==> config.mk <==
export PLATFORM = sky130hd
export DESIGN_NAME = bmeh_top
export DESIGN_NICKNAME = d
export VERILOG_FILES = /design/src/hw/bmeh_top.v
export VERILOG_INCLUDE_DIRS = /design/src /design/src/pkg
export SDC_FILE = /design/constraint.sdc
export NUM_CORES = 1
export LEC_CHECK = 0
export BUFFER_PORTS_ARGS = -buffer_cell sky130_fd_sc_hd__buf_2
export CORE_ASPECT_RATIO = 0.6
export CORE_UTILIZATION = 25
export DETAILED_ROUTE_END_ITERATION = 6
export GPL_TIMING_DRIVEN = 1
export PLACE_DENSITY = 0.51
export SLEW_MARGIN = 15
export SYNTH_ARGS = -nofsm -noshare
export SYNTH_HDL_FRONTEND = slang
export SYNTH_SLANG_ARGS = --single-unit
export TNS_END_PERCENT = 30
==> constraint.sdc <==
create_clock -name i_clock -period 2.42 [get_ports i_clock]
set_clock_uncertainty 0.2 [all_clocks]
set_input_delay 0.242 -clock i_clock [delete_from_list [all_inputs] [get_ports i_clock]]
set_output_delay 0.242 -clock i_clock [all_outputs]
set_load 0.03 [all_outputs]
==> src/pkg/bmeh_defines.vh <==
// constants for the bus and memory error handler: offsets, fields, resets
`ifndef BMEH_DEFINES_VH
`define BMEH_DEFINES_VH
// ----------------------------------------------------------------------
// register byte offsets
// ----------------------------------------------------------------------
`define BMEH_OFS_STATUS 6'h00
`define BMEH_OFS_SIG_DIS 6'h04
`define BMEH_OFS_FATAL 6'h08
`define BMEH_OFS_UNC_ADDR 6'h0C
`define BMEH_OFS_UNC_ID 6'h10
`define BMEH_OFS_UNC_SYN 6'h14
`define BMEH_OFS_COR_ADDR 6'h18
`define BMEH_OFS_COR_ID 6'h1C
`define BMEH_OFS_COR_SYN 6'h20
`define BMEH_OFS_BUS_AD 6'h24
`define BMEH_OFS_BUS_CTRL 6'h28
// ----------------------------------------------------------------------
// error index, shared by status and signaling-disable bits
// ----------------------------------------------------------------------
`define BMEH_E_UNCORR 0
`define BMEH_E_CORR 1
`define BMEH_E_BUFPAR 2
`define BMEH_E_CTRLPAR 3
`define BMEH_E_ADDRPAR 4
`define BMEH_E_DATAPAR 5
`define BMEH_E_BCAST 6
`define BMEH_E_PATH 7
`define BMEH_E_RANGE 8
`define BMEH_NERR 9
// overflow bit positions in the status register
`define BMEH_OVF_UNCORR 16
`define BMEH_OVF_CORR 17
`define BMEH_OVF_BUS 18
// ----------------------------------------------------------------------
// reset values and widths
// ----------------------------------------------------------------------
`define BMEH_SIG_DIS_RST 9'h002
`define BMEH_ADDR_W 32
`define BMEH_ID_W 6
`define BMEH_SYN_W 8
`define BMEH_CTRL_W 16
`define BMEH_DATA_W 32
`endif

==> src/hw/bmeh_top.v <==
// bus and memory error handler: detection, signaling, grouped logging
// Notes on behaviour
// - first error in a group logs and flags; later ones set their own flag and overflow, no log
// - per-error disable suppresses broadcast and fatal, status still kept
// - bus parity errors and range errors share one logging group
// - correctable and uncorrectable memory errors each own a log group
// - observed broadcast and buffer parity error log nothing, they only flag and signal
// - every bus data parity error whose disable bit is clear triggers a broadcast
// - uncorrectable read returns drive address-valid with data-valid
// - uncorrectable read: broadcast, fatal mode, uncorrectable flag
// - uncorrectable log holds address, master id, tag and syndrome
// - correctable read: flag and log address, id, tag, syndrome
// - corrected data is delivered, no scrub write-back is made
// - correctable errors signal nothing unless enabled
// - buffer parity error: broadcast, fatal, flag, no log
// - cache-to-cache uncorrectable data counts as bus data parity error
// - control parity: broadcast, fatal, log bus and control state
// - address parity: broadcast, fatal, flag, log bus and control
// - data parity: broadcast, fatal, log; poison ecc on memory writes
// - observed broadcast: fatal mode and flag, no log, no broadcast
// - observed path error: broadcast, fatal, flag, log bus state
// - out-of-range access: broadcast, fatal, flag, log at address-valid
// - failed processor read of io space is not signaled here
//
// Decided for this implementation: the Avalon-MM register port and the address map.

`include "bmeh_defines.vh"
`timescale 1ns/100ps
`default_nettype none

module bmeh_top (
  input wire i_clock,
  input wire i_arst_n,
  // avalon-mm slave
  input wire [5:0] i_avs_address,
  input wire i_avs_read,
  input wire i_avs_write,
  input wire [31:0] i_avs_writedata,
  output reg [31:0] o_avs_readdata,
  output reg o_avs_waitrequest,
  // memory controller read results
  input wire i_mem_ret_valid,
  input wire [`BMEH_DATA_W-1:0] i_mem_ret_data,
  input wire i_mem_uncorr,
  input wire i_mem_corr,
  input wire i_mem_bufpar,
  input wire i_mem_c2c,
  input wire [`BMEH_ADDR_W-1:0] i_mem_addr,
  input wire [`BMEH_ID_W-1:0] i_mem_mid,
  input wire [`BMEH_ID_W-1:0] i_mem_txn_tag,
  input wire [`BMEH_SYN_W-1:0] i_mem_syndrome,
  // shared bus observation from the bus interface unit
  input wire i_bus_addr_valid,
  input wire i_bus_data_valid,
  input wire [`BMEH_DATA_W-1:0] i_bus_addr_data,
  input wire [`BMEH_CTRL_W-1:0] i_bus_ctrl,
  input wire i_bus_ctrl_par_err,
  input wire i_bus_addr_par_err,
  input wire i_bus_data_par_err,
  input wire i_bus_data_to_mem,
  input wire i_bus_bcast_seen,
  input wire i_bus_range_err,
  // responses
  output reg o_ret_addr_valid,
  output reg o_ret_data_valid,
  output reg [`BMEH_DATA_W-1:0] o_ret_data,
  output reg o_bcast_req,
  output reg o_fatal_mode,
  output reg o_poison_ecc
);

  // ----------------------------------------------------------------------
  // state
  // ----------------------------------------------------------------------
  reg [`BMEH_NERR-1:0] stat_reg;
  reg [`BMEH_NERR-1:0] stat_next;
  reg [2:0] ovf_reg;
  reg [2:0] ovf_next;
  // one signaling disable per error kind
  reg [`BMEH_NERR-1:0] sig_dis_reg;
  reg [`BMEH_ADDR_W-1:0] unc_addr_reg;
  reg [`BMEH_ID_W-1:0] unc_mid_reg;
  reg [`BMEH_ID_W-1:0] unc_tag_reg;
  reg [`BMEH_SYN_W-1:0] unc_syn_reg;
  reg [`BMEH_ADDR_W-1:0] cor_addr_reg;
  reg [`BMEH_ID_W-1:0] cor_mid_reg;
  reg [`BMEH_ID_W-1:0] cor_tag_reg;
  reg [`BMEH_SYN_W-1:0] cor_syn_reg;
  reg [`BMEH_DATA_W-1:0] bus_ad_reg;
  reg [`BMEH_CTRL_W-1:0] bus_ctrl_reg;
  reg [31:0] rd_mux;

  // ----------------------------------------------------------------------
  // combinational nets
  // ----------------------------------------------------------------------
  // one bit per error kind, in status order
  wire [`BMEH_NERR-1:0] ev;
  wire [`BMEH_NERR-1:0] sig_en;
  wire mem_uncorr_true;
  wire path_seen;
  wire bus_ev;
  wire unc_busy;
  wire cor_busy;
  wire bus_busy;
  wire wr_fire;
  wire rd_fire;
  wire stat_wr;
  wire sig_wr;
  wire fatal_clr;
  wire any_sig;
  wire any_fatal;

  // ----------------------------------------------------------------------
  // event decode
  // ----------------------------------------------------------------------
  // a cache-to-cache copy with bad data is a bus data fault, not memory
  assign mem_uncorr_true = i_mem_ret_valid & i_mem_uncorr & ~i_mem_c2c;
  // our own path-error drive must not be mistaken for a foreign one
  assign path_seen = i_bus_addr_valid & i_bus_data_valid &
                     ~o_ret_addr_valid;
  assign ev[`BMEH_E_UNCORR] = mem_uncorr_true;
  // a beat marked both ways is uncorrectable only
  assign ev[`BMEH_E_CORR] = i_mem_ret_valid & i_mem_corr &
                            ~i_mem_uncorr;
  assign ev[`BMEH_E_BUFPAR] = i_mem_ret_valid & i_mem_bufpar;

  // bus faults are one-cycle pulses
  assign ev[`BMEH_E_CTRLPAR] = i_bus_ctrl_par_err;
  assign ev[`BMEH_E_ADDRPAR] = i_bus_addr_par_err;
  assign ev[`BMEH_E_DATAPAR] = i_bus_data_par_err |
                               (i_mem_ret_valid & i_mem_uncorr &
                                i_mem_c2c);
  // broadcasts from any agent, ours too
  assign ev[`BMEH_E_BCAST] = i_bus_bcast_seen;
  assign ev[`BMEH_E_PATH] = path_seen;
  // range faults are only judged while the address is on the bus
  assign ev[`BMEH_E_RANGE] = i_bus_range_err & i_bus_addr_valid;

  // failed io-space reads have no input here: the processor's own timeout
  // and the io hub controller handle them, so nothing is signaled

  // ----------------------------------------------------------------------
  // signaling
  // ----------------------------------------------------------------------
  // disables mask broadcast and fatal mode; flags, logs and poison ignore them
  assign sig_en = ev & ~sig_dis_reg;
  // every enabled error except an observed broadcast asks for a broadcast
  assign any_sig = |(sig_en & ~(`BMEH_NERR'd1 << `BMEH_E_BCAST));
  // a seen broadcast is not echoed, or agents would loop
  assign any_fatal = |sig_en;

  // broadcast request pulse, fatal mode level
  always @(posedge i_clock or negedge i_arst_n) begin
    if (!i_arst_n) begin
      o_bcast_req <= 1'b0;
      o_fatal_mode <= 1'b0;
    end else begin
      o_bcast_req <= any_sig;
      // a new fault in the clear cycle keeps fatal mode on
      if (any_fatal) begin
        o_fatal_mode <= 1'b1;
      end else if (fatal_clr) begin
        o_fatal_mode <= 1'b0;
      end
    end
  end

  // ----------------------------------------------------------------------
  // read return path
  // ----------------------------------------------------------------------
  // data from the controller is already corrected; there is no write-back
  // port at all, so a scrub can never be issued from here
  always @(posedge i_clock or negedge i_arst_n) begin
    if (!i_arst_n) begin
      o_ret_addr_valid <= 1'b0;
      o_ret_data_valid <= 1'b0;
      o_ret_data <= 32'h0000_0000;
      o_poison_ecc <= 1'b0;
    end else begin
      // one cycle of delay, no buffering
      o_ret_data_valid <= i_mem_ret_valid;
      o_ret_data <= i_mem_ret_data;
      // bad return beats carry address-valid too, forming a path error
      o_ret_addr_valid <= mem_uncorr_true;
      // a data-path action, so disables do not gate it
      o_poison_ecc <= i_bus_data_par_err & i_bus_data_to_mem;
    end
  end

  // ----------------------------------------------------------------------
  // avalon slave handshake
  // ----------------------------------------------------------------------
  // one wait cycle per access; the read mux is registered on that edge so
  // readdata is stable while waitrequest is low
  // a strobe counts only while waitrequest is low
  assign rd_fire = i_avs_read & ~o_avs_waitrequest;
  assign wr_fire = i_avs_write & ~o_avs_waitrequest;
  // full address decode: misaligned offsets read zero
  assign stat_wr = wr_fire & (i_avs_address == `BMEH_OFS_STATUS);
  assign sig_wr = wr_fire & (i_avs_address == `BMEH_OFS_SIG_DIS);
  assign fatal_clr = wr_fire & (i_avs_address == `BMEH_OFS_FATAL) &
                     i_avs_writedata[0];

  always @(posedge i_clock or negedge i_arst_n) begin
    if (!i_arst_n) begin
      o_avs_waitrequest <= 1'b1;
      o_avs_readdata <= 32'h0000_0000;
    end else begin
      // idle-high waitrequest: one wait cycle per access
      if ((i_avs_read | i_avs_write) & o_avs_waitrequest) begin
        o_avs_waitrequest <= 1'b0;
        o_avs_readdata <= rd_mux;
      end else begin
        o_avs_waitrequest <= 1'b1;
      end
    end
  end

  // read mux; unmapped offsets read zero
  always @* begin
    rd_mux = 32'h0000_0000;
    // reading a log never clears it
    case (i_avs_address)
      `BMEH_OFS_STATUS: begin
        rd_mux[`BMEH_NERR-1:0] = stat_reg;
        rd_mux[`BMEH_OVF_BUS:`BMEH_OVF_UNCORR] = ovf_reg;
      end
      `BMEH_OFS_SIG_DIS: begin
        rd_mux[`BMEH_NERR-1:0] = sig_dis_reg;
      end
      `BMEH_OFS_FATAL: begin
        rd_mux[0] = o_fatal_mode;
      end
      `BMEH_OFS_UNC_ADDR: begin
        rd_mux = unc_addr_reg;
      end
      `BMEH_OFS_UNC_ID: begin
        rd_mux[`BMEH_ID_W-1:0] = unc_tag_reg;
        rd_mux[`BMEH_ID_W+15:16] = unc_mid_reg;
      end
      `BMEH_OFS_UNC_SYN: begin
        rd_mux[`BMEH_SYN_W-1:0] = unc_syn_reg;
      end
      `BMEH_OFS_COR_ADDR: begin
        rd_mux = cor_addr_reg;
      end
      `BMEH_OFS_COR_ID: begin
        rd_mux[`BMEH_ID_W-1:0] = cor_tag_reg;
        rd_mux[`BMEH_ID_W+15:16] = cor_mid_reg;
      end
      `BMEH_OFS_COR_SYN: begin
        rd_mux[`BMEH_SYN_W-1:0] = cor_syn_reg;
      end
      `BMEH_OFS_BUS_AD: begin
        rd_mux = bus_ad_reg;
      end
      `BMEH_OFS_BUS_CTRL: begin
        rd_mux[`BMEH_CTRL_W-1:0] = bus_ctrl_reg;
      end
      default: begin
        rd_mux = 32'h0000_0000;
      end
    endcase
  end

  // signaling disable register; correctable errors start disabled
  always @(posedge i_clock or negedge i_arst_n) begin
    if (!i_arst_n) begin
      sig_dis_reg <= `BMEH_SIG_DIS_RST;
    end else if (sig_wr) begin
      sig_dis_reg <= i_avs_writedata[`BMEH_NERR-1:0];
    end
  end

  // ----------------------------------------------------------------------
  // status and overflow flags
  // ----------------------------------------------------------------------
  // a group is busy while any of its status flags is still set
  // memory groups hold one flag each, the bus group five
  assign unc_busy = stat_reg[`BMEH_E_UNCORR];
  assign cor_busy = stat_reg[`BMEH_E_CORR];
  assign bus_busy = stat_reg[`BMEH_E_CTRLPAR] | stat_reg[`BMEH_E_ADDRPAR] |
                    stat_reg[`BMEH_E_DATAPAR] | stat_reg[`BMEH_E_PATH] |
                    stat_reg[`BMEH_E_RANGE];
  assign bus_ev = ev[`BMEH_E_CTRLPAR] | ev[`BMEH_E_ADDRPAR] |
                  ev[`BMEH_E_DATAPAR] | ev[`BMEH_E_PATH] |
                  ev[`BMEH_E_RANGE];

  // a fault during a clear is never lost

  // write-one-to-clear, with a same-cycle event winning over the clear
  always @* begin
    stat_next = stat_reg;
    ovf_next = ovf_reg;
    if (stat_wr) begin
      stat_next = stat_reg & ~i_avs_writedata[`BMEH_NERR-1:0];
      ovf_next = ovf_reg &
                 ~i_avs_writedata[`BMEH_OVF_BUS:`BMEH_OVF_UNCORR];
    end
    stat_next = stat_next | ev;
    // overflow marks a later fault; the first holds the log
    if (ev[`BMEH_E_UNCORR] & unc_busy) begin
      ovf_next[0] = 1'b1;
    end
    if (ev[`BMEH_E_CORR] & cor_busy) begin
      ovf_next[1] = 1'b1;
    end
    if (bus_ev & bus_busy) begin
      ovf_next[2] = 1'b1;
    end
  end

  always @(posedge i_clock or negedge i_arst_n) begin
    if (!i_arst_n) begin
      stat_reg <= {`BMEH_NERR{1'b0}};
      ovf_reg <= 3'h0;
    end else begin
      stat_reg <= stat_next;
      ovf_reg <= ovf_next;
    end
  end

  // ----------------------------------------------------------------------
  // logging groups
  // ----------------------------------------------------------------------
  // logs only load while their group is idle, so the first entry survives
  // until software clears the group's flags; buffer parity and observed
  // broadcasts have no log at all
  // separate memory logs: corrected beats never hide
  // the address of an uncorrectable one
  always @(posedge i_clock or negedge i_arst_n) begin
    if (!i_arst_n) begin
      unc_addr_reg <= 32'h0000_0000;
      unc_mid_reg <= 6'h00;
      unc_tag_reg <= 6'h00;
      unc_syn_reg <= 8'h00;
    end else if (ev[`BMEH_E_UNCORR] & ~unc_busy) begin
      unc_addr_reg <= i_mem_addr;
      unc_mid_reg <= i_mem_mid;
      unc_tag_reg <= i_mem_txn_tag;
      unc_syn_reg <= i_mem_syndrome;
    end
  end

  always @(posedge i_clock or negedge i_arst_n) begin
    if (!i_arst_n) begin
      cor_addr_reg <= 32'h0000_0000;
      cor_mid_reg <= 6'h00;
      cor_tag_reg <= 6'h00;
      cor_syn_reg <= 8'h00;
    end else if (ev[`BMEH_E_CORR] & ~cor_busy) begin
      cor_addr_reg <= i_mem_addr;
      cor_mid_reg <= i_mem_mid;
      cor_tag_reg <= i_mem_txn_tag;
      cor_syn_reg <= i_mem_syndrome;
    end
  end

  // bus snapshot is taken in the cycle the fault is reported
  // so the control word matches the faulting beat
  always @(posedge i_clock or negedge i_arst_n) begin
    if (!i_arst_n) begin
      bus_ad_reg <= 32'h0000_0000;
      bus_ctrl_reg <= 16'h0000;
    end else if (bus_ev & ~bus_busy) begin
      bus_ad_reg <= i_bus_addr_data;
      bus_ctrl_reg <= i_bus_ctrl;
    end
  end

endmodule // bmeh_top

`default_nettype wire

==> results.yml, run 1 <==
outcome:
  outcome: "finished clean"
timing:
  rsz0062_at_grt: "false"
  final.hold.worst_slack_ns: 0.0432
  slew_headroom_pct: 61.7
  final.setup.tns_ns: 0
  timing.final.crit_share_pct: 94.3
  max_freq_ghz: 0.438
  report.final.setup_viol: 0
  fin_hold_viols: 0
  tightest_slew_ns: 0.575
  max_transition_viols_final: 0
  finalWorstPathRequiredPeriod_ns: 2.28
route:
  first_iter_violations: 375
  remaining_drc_errors: 0
  drt_first_pass_iters: 5
  postRouteAntennaNets: 0
  vias: 7681
  via_per_inst: 4.55
  wirelength_mm: 32.7
  wl_per_cell_um: 19.4
floorplan:
  die_x_um: 263
  num_io_pins: 257
  rows: 56
  placeableCoreArea_mm2: 0.0396
  initial_core_util_pct: 25.7
  dieArea_mm2: 0.0416
  die_h_um: 158
logic_synthesis:
  asyncSetResetFlopFracSynth_pct: 100
  part_of_the_yosys_area_used_for_sequential_elements_pct: 59.7
  synth_enable_flop_cells: 0
  syn_area_mm2: 0.0102
  synth.distinct_cells: 61
  synth.avg_cell_area_um2: 14.0
  synthFlopType: "dfrtp_1"
  yosys_warnings: 0
  syn_inst: 728
  yosys_reg_bits: 243
  mappedNetlistNets: 915
placement:
  gp_congestion: 0.769
  place.detailed.instances: 1476
  dp.final_hpwl_mm: 22.6
  port_buffers: 236
global_route:
  first_global_vias: 7935
  antenna_found_initial: 1
  maximum_number_of_pins_on_one_net_before_global_route_repair: 60
  global_route_congestion_overflow_total: 0
  grt_pass1_wl_mm: 49.4
  global_route.usage.total_pct: 15.8
worst_setup_path:
  endpoint_kind: "flop"
  critPathRequiredTime_ns: 2.65
  worstPathArrival_ns: 2.51
  setup.worst_path.start_class: "input pin"
  critPathKind: "input pin to flop"
  critical_path_peak_fanout: 4
power_and_ir_drop:
  power-per-cell-area_mw_per_mm2: 716
  switching_share_of_total_power_pct: 25.2
  power.combinational.fraction_pct: 14.5
  cellInternalPower_uw: 7870
  seq_power_share_pct: 46.9
  total_switching_power_uw: 2650
  power.share.clock_pct: 38.6
  total_power_uw: 10500
  ir_drop_worst_vdd_v: 0.000401
  leakage_uw: 0.00655
cells_and_area:
  filler_cell_count: 3825
  post_route_cells_drive_above_1_share_pct: 39.0
  layout.cells.non_filler: 1689
  flow.area_growth_from_synthesis_pct: 44.1
  finalNetCount: 1334
  post-route-util_pct: 37.1
clock_network:
  clock_sinks: 243
  worstSkewPairLatency_ns: 0.55
  cts_tree: "yes"
  clock_tree.root_cell: "clkbuf_16"
  cts_buffers: 26
  cts.clk_slew.worst_paths_ns: 0.06
  clk_path_buf_depth: 3
  post-cts-setup-buffer-count: 0
  cts-htree-levels: 1
hold_path:
  worstHoldPathType: "input pin to flop"
flow_run:
  drv.max_cap_violation_count: 0
## power groups by stage
stage / sequential, uW / combinational [uW] / clock, uW
after global routing: 5000 / 1670 / 4340
after detailed placement: 5000 / 1340 / 0
after floorplan: 5010 / 698 / 0
after global placement: 4980 / 1310 / 0
final: 4930 / 1530 / 4060
after CTS: 4930 / 1550 / 4200
## area by class of cell
cell class / count / area (um2) / share of cell area (%)
clock inverters: 7 / 113 / 0.767
flip-flops and latches: 243 / 6080 / 41.4
inverters: 3 / 11.3 / 0.0767
repair buffers: 439 / 3230 / 22.0
clock buffers: 40 / 734 / 5.00
well taps: 522 / 653 / 4.45
diodes: 1 / 2.50 / 0.0170
multi-input cells: 434 / 3860 / 26.3
## routing by layer
layer,global-route usage [%],up-vias,share of wire [%]
li1,-,3562,-
met1,22.7,3867,49
met2,24.6,212,45
met3,3.05,40,4.9
met4,3.14,0,1.8
met5,0,-,0
## Yosys cell counts, types with 3 or more instances
cell type | number | area share (%)
a2111oi_0 | 3 | 0.26
a211oi_1 | 3 | 0.22
a21boi_0 | 3 | 0.22
a21o_1 | 6 | 0.44
a21oi_1 | 8 | 0.39
a221o_1 | 3 | 0.29
a222oi_1 | 15 | 1.5
a22o_1 | 16 | 1.4
a22oi_1 | 3 | 0.22
a31oi_1 | 6 | 0.37
a32oi_1 | 7 | 0.60
and2_1 | 5 | 0.31
and3_1 | 5 | 0.31
buf_2 | 28 | 1.4
buf_4 | 6 | 0.44
buf_6 | 6 | 0.66
clkbuf_1 | 8 | 0.29
dfrtp_1 | 241 | 59
inv_1 | 3 | 0.11
mux2_1 | 42 | 4.6
mux2_2 | 120 | 13
mux2i_1 | 17 | 1.7
mux4_2 | 6 | 1.3
nand2_1 | 34 | 1.3
nand2b_1 | 4 | 0.25
nand3_1 | 33 | 1.6
nand3b_1 | 4 | 0.29
nand4_1 | 8 | 0.49
nor2_1 | 14 | 0.52
nor2b_1 | 3 | 0.18
nor3_1 | 6 | 0.29
o21ai_0 | 4 | 0.20
o21ai_1 | 18 | 0.88
o2bb2ai_1 | 7 | 0.60
## metrics by stage
step	worst slack [ns]	area (um2)
after floorplan	0.395	10200
final	0.137	14700
after detailed placement	0.251	12200
after global routing	0.0729	14700
after CTS	0.0532	14700
after global placement	0.283	12200
## placed cells by master, fill, tap and decap left out, types with 3 or more instances in the layout
cell type / synthesis / routed
mux2_1: 42 / 42
buf_2: 28 / 235
clkbuf_1: 8 / 12
clkbuf_16: 0 / 27
a211oi_1: 3 / 3
nor2_1: 14 / 14
a221o_1: 3 / 3
a22oi_1: 3 / 3
dfrtp_1: 241 / 241
mux4_2: 6 / 6
a222oi_1: 15 / 15
a21o_1: 6 / 6
and2_1: 5 / 5
a22o_1: 16 / 16
nand2_1: 34 / 34
a21boi_0: 3 / 3
a32oi_1: 7 / 7
nand3b_1: 4 / 4
mux2i_1: 17 / 17
and3_1: 5 / 5
bufinv_16: 0 / 3
clkinv_2: 0 / 3
a31oi_1: 6 / 5
nand2b_1: 4 / 4
o21ai_0: 4 / 4
nor3_1: 6 / 6
o2bb2ai_1: 7 / 7
a2111oi_0: 3 / 3
mux2_2: 120 / 120
buf_12: 0 / 8
nand3_1: 33 / 33
inv_1: 3 / 3
o21ai_1: 18 / 18
dlygate4sd3_1: 0 / 165
a21oi_1: 8 / 8
buf_4: 6 / 30
nand4_1: 8 / 8
## worst max-delay path: stages
cell and delay, ns:
dlygate4sd3_1 0.54, buf_2 0.17, a31oi_2 0.39, nor2_1 0.07, or4b_1 0.53, dlygate4sd3_1 0.57
## kinds of logic after synthesis
family / Yosys count / synth area share (%)
flip-flops: 243 / 59.7
multiplexers: 186 / 21.1
AND/OR/NAND/NOR: 134 / 7.43
AO/OA/AOI/OAI: 114 / 8.86
buffers and inverters: 51 / 2.88
## timing repair
action                                  in CTS  in global routing
hold endpoints to repair                   451                  0
resized for setup                            0                  1
endpoints found under the setup margin       0                  6
hold buffers                               165                  0
## final timing paths
check / from / endpoint / slack [ns] / depth (start not counted)
worst max-delay path: i_mem_c2c / o_bcast_req / 0.14 / 6
worst min-delay path: i_bus_data_valid / stat_reg[7] / 0.04 / 3
worst max register to register: sig_dis_reg[1] / o_bcast_req / 0.16 / 4
worst min register to register: o_avs_readdata[20] / o_avs_readdata[20] / 0.28 / 2
max in group asynchronous: i_arst_n / o_avs_waitrequest / 1.27 / 3
min in group asynchronous: i_arst_n / sig_dis_reg[8] / 0.05 / 2
No activity file was read; power rests on OpenSTA's default activity.
==> inputs of run 2 (changes only) <==
Settings changed: SETUP_SLACK_MARGIN set to 0.15.
==> run 2 against run 1 <==
Sequential share of layout area is 0.21 points higher. Critical endpoint is now bus_ctrl_reg[13]. Critical path depth fell by 1. Via count is 0.51% lower. Count of clock-buffer cells in the layout unchanged. Design area down 0.51%. Largest cell class unchanged.
==> results.yml, run 2 (same netlist as run 1, synthesis figures left out) <==
outcome:
  outcome: "finished clean"
floorplan:
  placeableCoreArea_mm2: 0.0396
  rows: 56
  dieArea_mm2: 0.0416
  initial_core_util_pct: 25.7
  die_x_um: 263
  die_h_um: 158
  num_io_pins: 257
route:
  postRouteAntennaNets: 0
  drt_first_pass_iters: 5
  vias: 7642
  via_per_inst: 4.55
  wirelength_mm: 32.6
  remaining_drc_errors: 0
  first_iter_violations: 401
  wl_per_cell_um: 19.4
placement:
  gp_congestion: 0.769
  post_placement_setup_slack_ns: 0.251
  dp.final_hpwl_mm: 22.6
  port_buffers: 236
  place.detailed.instances: 1476
power_and_ir_drop:
  seq_power_share_pct: 46.9
  power.combinational.fraction_pct: 14.5
  power.share.clock_pct: 38.6
  cellInternalPower_uw: 7870
  leakage_uw: 0.00653
  total_switching_power_uw: 2640
  power-per-cell-area_mw_per_mm2: 719
  ir_drop_worst_vdd_v: 0.000401
  switching_share_of_total_power_pct: 25.2
timing:
  fin_hold_viols: 0
  slew_headroom_pct: 60.8
  finalWorstPathRequiredPeriod_ns: 2.08
  max_freq_ghz: 0.480
  rsz0062_at_grt: "false"
  max_transition_viols_final: 0
  final.hold.worst_slack_ns: 0.0417
  tightest_slew_ns: 0.588
  setup_ws_ns: 0.336
  report.final.setup_viol: 0
  timing.final.crit_share_pct: 86.1
  final.setup.tns_ns: 0
cells_and_area:
  seq_area_mm2: 0.00608
  layout_common_cells: "dfrtp_1 (241), buf_2 (235), dlygate4sd3_1 (158), mux2_2 (120), mux2_1 (42)"
  antenna-diode-count: 0
  layout.cells.non_filler: 1681
  filler_cell_count: 3830
  flow.area_growth_from_synthesis_pct: 43.4
  finalNetCount: 1327
  post_route_cells_drive_above_1_share_pct: 39.2
  multiInputGateArea_mm2: 0.00386
  layout_commonest_cell: "dfrtp_1"
hold_path:
  worstHoldPathType: "input pin to flop"
  hold-path-cell-count: 3
  hp-start: "i_bus_data_valid"
worst_setup_path:
  setup.worst_path.start_class: "flop"
  critPathKind: "flop to flop"
  r2r-start: "stat_reg[3]"
  reg2reg_depth: 5
  cp-startpoint: "stat_reg[3]"
  endpoint_kind: "flop"
  worstPathArrival_ns: 2.31
  critPathRequiredTime_ns: 2.64
  critical_path_peak_fanout: 28
clock_network:
  post-cts-setup-buffer-count: 0
  cts-htree-levels: 1
  clock_sinks: 243
  cells_resized_by_post_cts_repair: 0
  cts_tree: "yes"
  cts.clk_slew.worst_paths_ns: 0.06
  clock_tree.root_cell: "clkbuf_16"
  worstSkewPairLatency_ns: 0.55
  clk_path_buf_depth: 3
  cts_buffers: 26
global_route:
  first_global_vias: 7896
  global_route_congestion_overflow_total: 0
  maximum_number_of_pins_on_one_net_before_global_route_repair: 60
  grt_pass1_wl_mm: 49.3
  global_route.usage.total_pct: 15.7
  antenna_found_initial: 1
flow_run:
  drv.max_cap_violation_count: 0
[run 2: cell count changes in the layout (fill, tap and decap cells not counted), sizes merged]
cell / previous run / this run
diode: 1 / 0
dlygate4sd3: 165 / 158
[run 2: path summary, 6_finish.rpt]
check | to | slack (ns)
worst max-delay path | bus_ctrl_reg[13] | 0.34
max in group asynchronous | o_avs_waitrequest | 1.27
worst min register to register | stat_reg[6] | 0.28
worst min-delay path | stat_reg[7] | 0.04
min in group asynchronous | sig_dis_reg[8] | 0.05
worst max register to register | bus_ctrl_reg[13] | 0.34
[run 2: power groups by stage]
stage | Sequential [uW] | Clock (uW) | Combinational [uW]
2_1_floorplan | 5010 | 0 | 698
3_5_place_dp | 5000 | 0 | 1340
3_3_place_gp | 4980 | 0 | 1310
5_1_grt | 5000 | 4340 | 1670
4_1_cts | 4930 | 4200 | 1550
6_report | 4930 | 4050 | 1530
[run 2: area by class of cell]
cell class              instances  area share [%]
clock inverters                 7           0.771
repair buffers                432            21.6
multi-input cells             434            26.4
clock buffers                  40            5.03
inverters                       3          0.0771
flip-flops and latches        243            41.6
well taps                     522            4.47
[run 2: worst max-delay path: stages (launching register included)]
cell and delay, ns:
dfrtp_1 0.41, nor3_1 0.29, nand2_1 0.18, a31oi_4 0.26, buf_12 0.25, mux2_2 0.36
[run 2: metal layers]
| layer | vias up | part of all wire [%] | GRT usage, % | routed length [um] |
|---|---|---|---|---|
| met5 | - | 0 | 0 | 0 |
| met4 | 0 | 1.7 | 3.03 | 561 |
| met3 | 36 | 5.0 | 3.03 | 1630 |
| met2 | 218 | 45 | 24.7 | 14600 |
| met1 | 3840 | 49 | 22.6 | 15900 |
| li1 | 3548 | - | - | - |
[run 2: metrics by stage]
| stage | utilization, % | total power, uW | cell area [um2] |
|---|---|---|---|
| CTS | 36.9 | 10700 | 14600 |
| global placement | 30.8 | 6290 | 12200 |
| global route | 36.9 | 11000 | 14600 |
| floorplan | - | 5710 | 10200 |
| finish | 36.9 | 10500 | 14600 |
| detailed placement | 30.8 | 6340 | 12200 |
[run 2: what timing repair did]
action,4_1_cts,5_1_grt
endpoints found under the setup margin,0,0
endpoints found under the hold margin,451,0
hold buffers,158,0
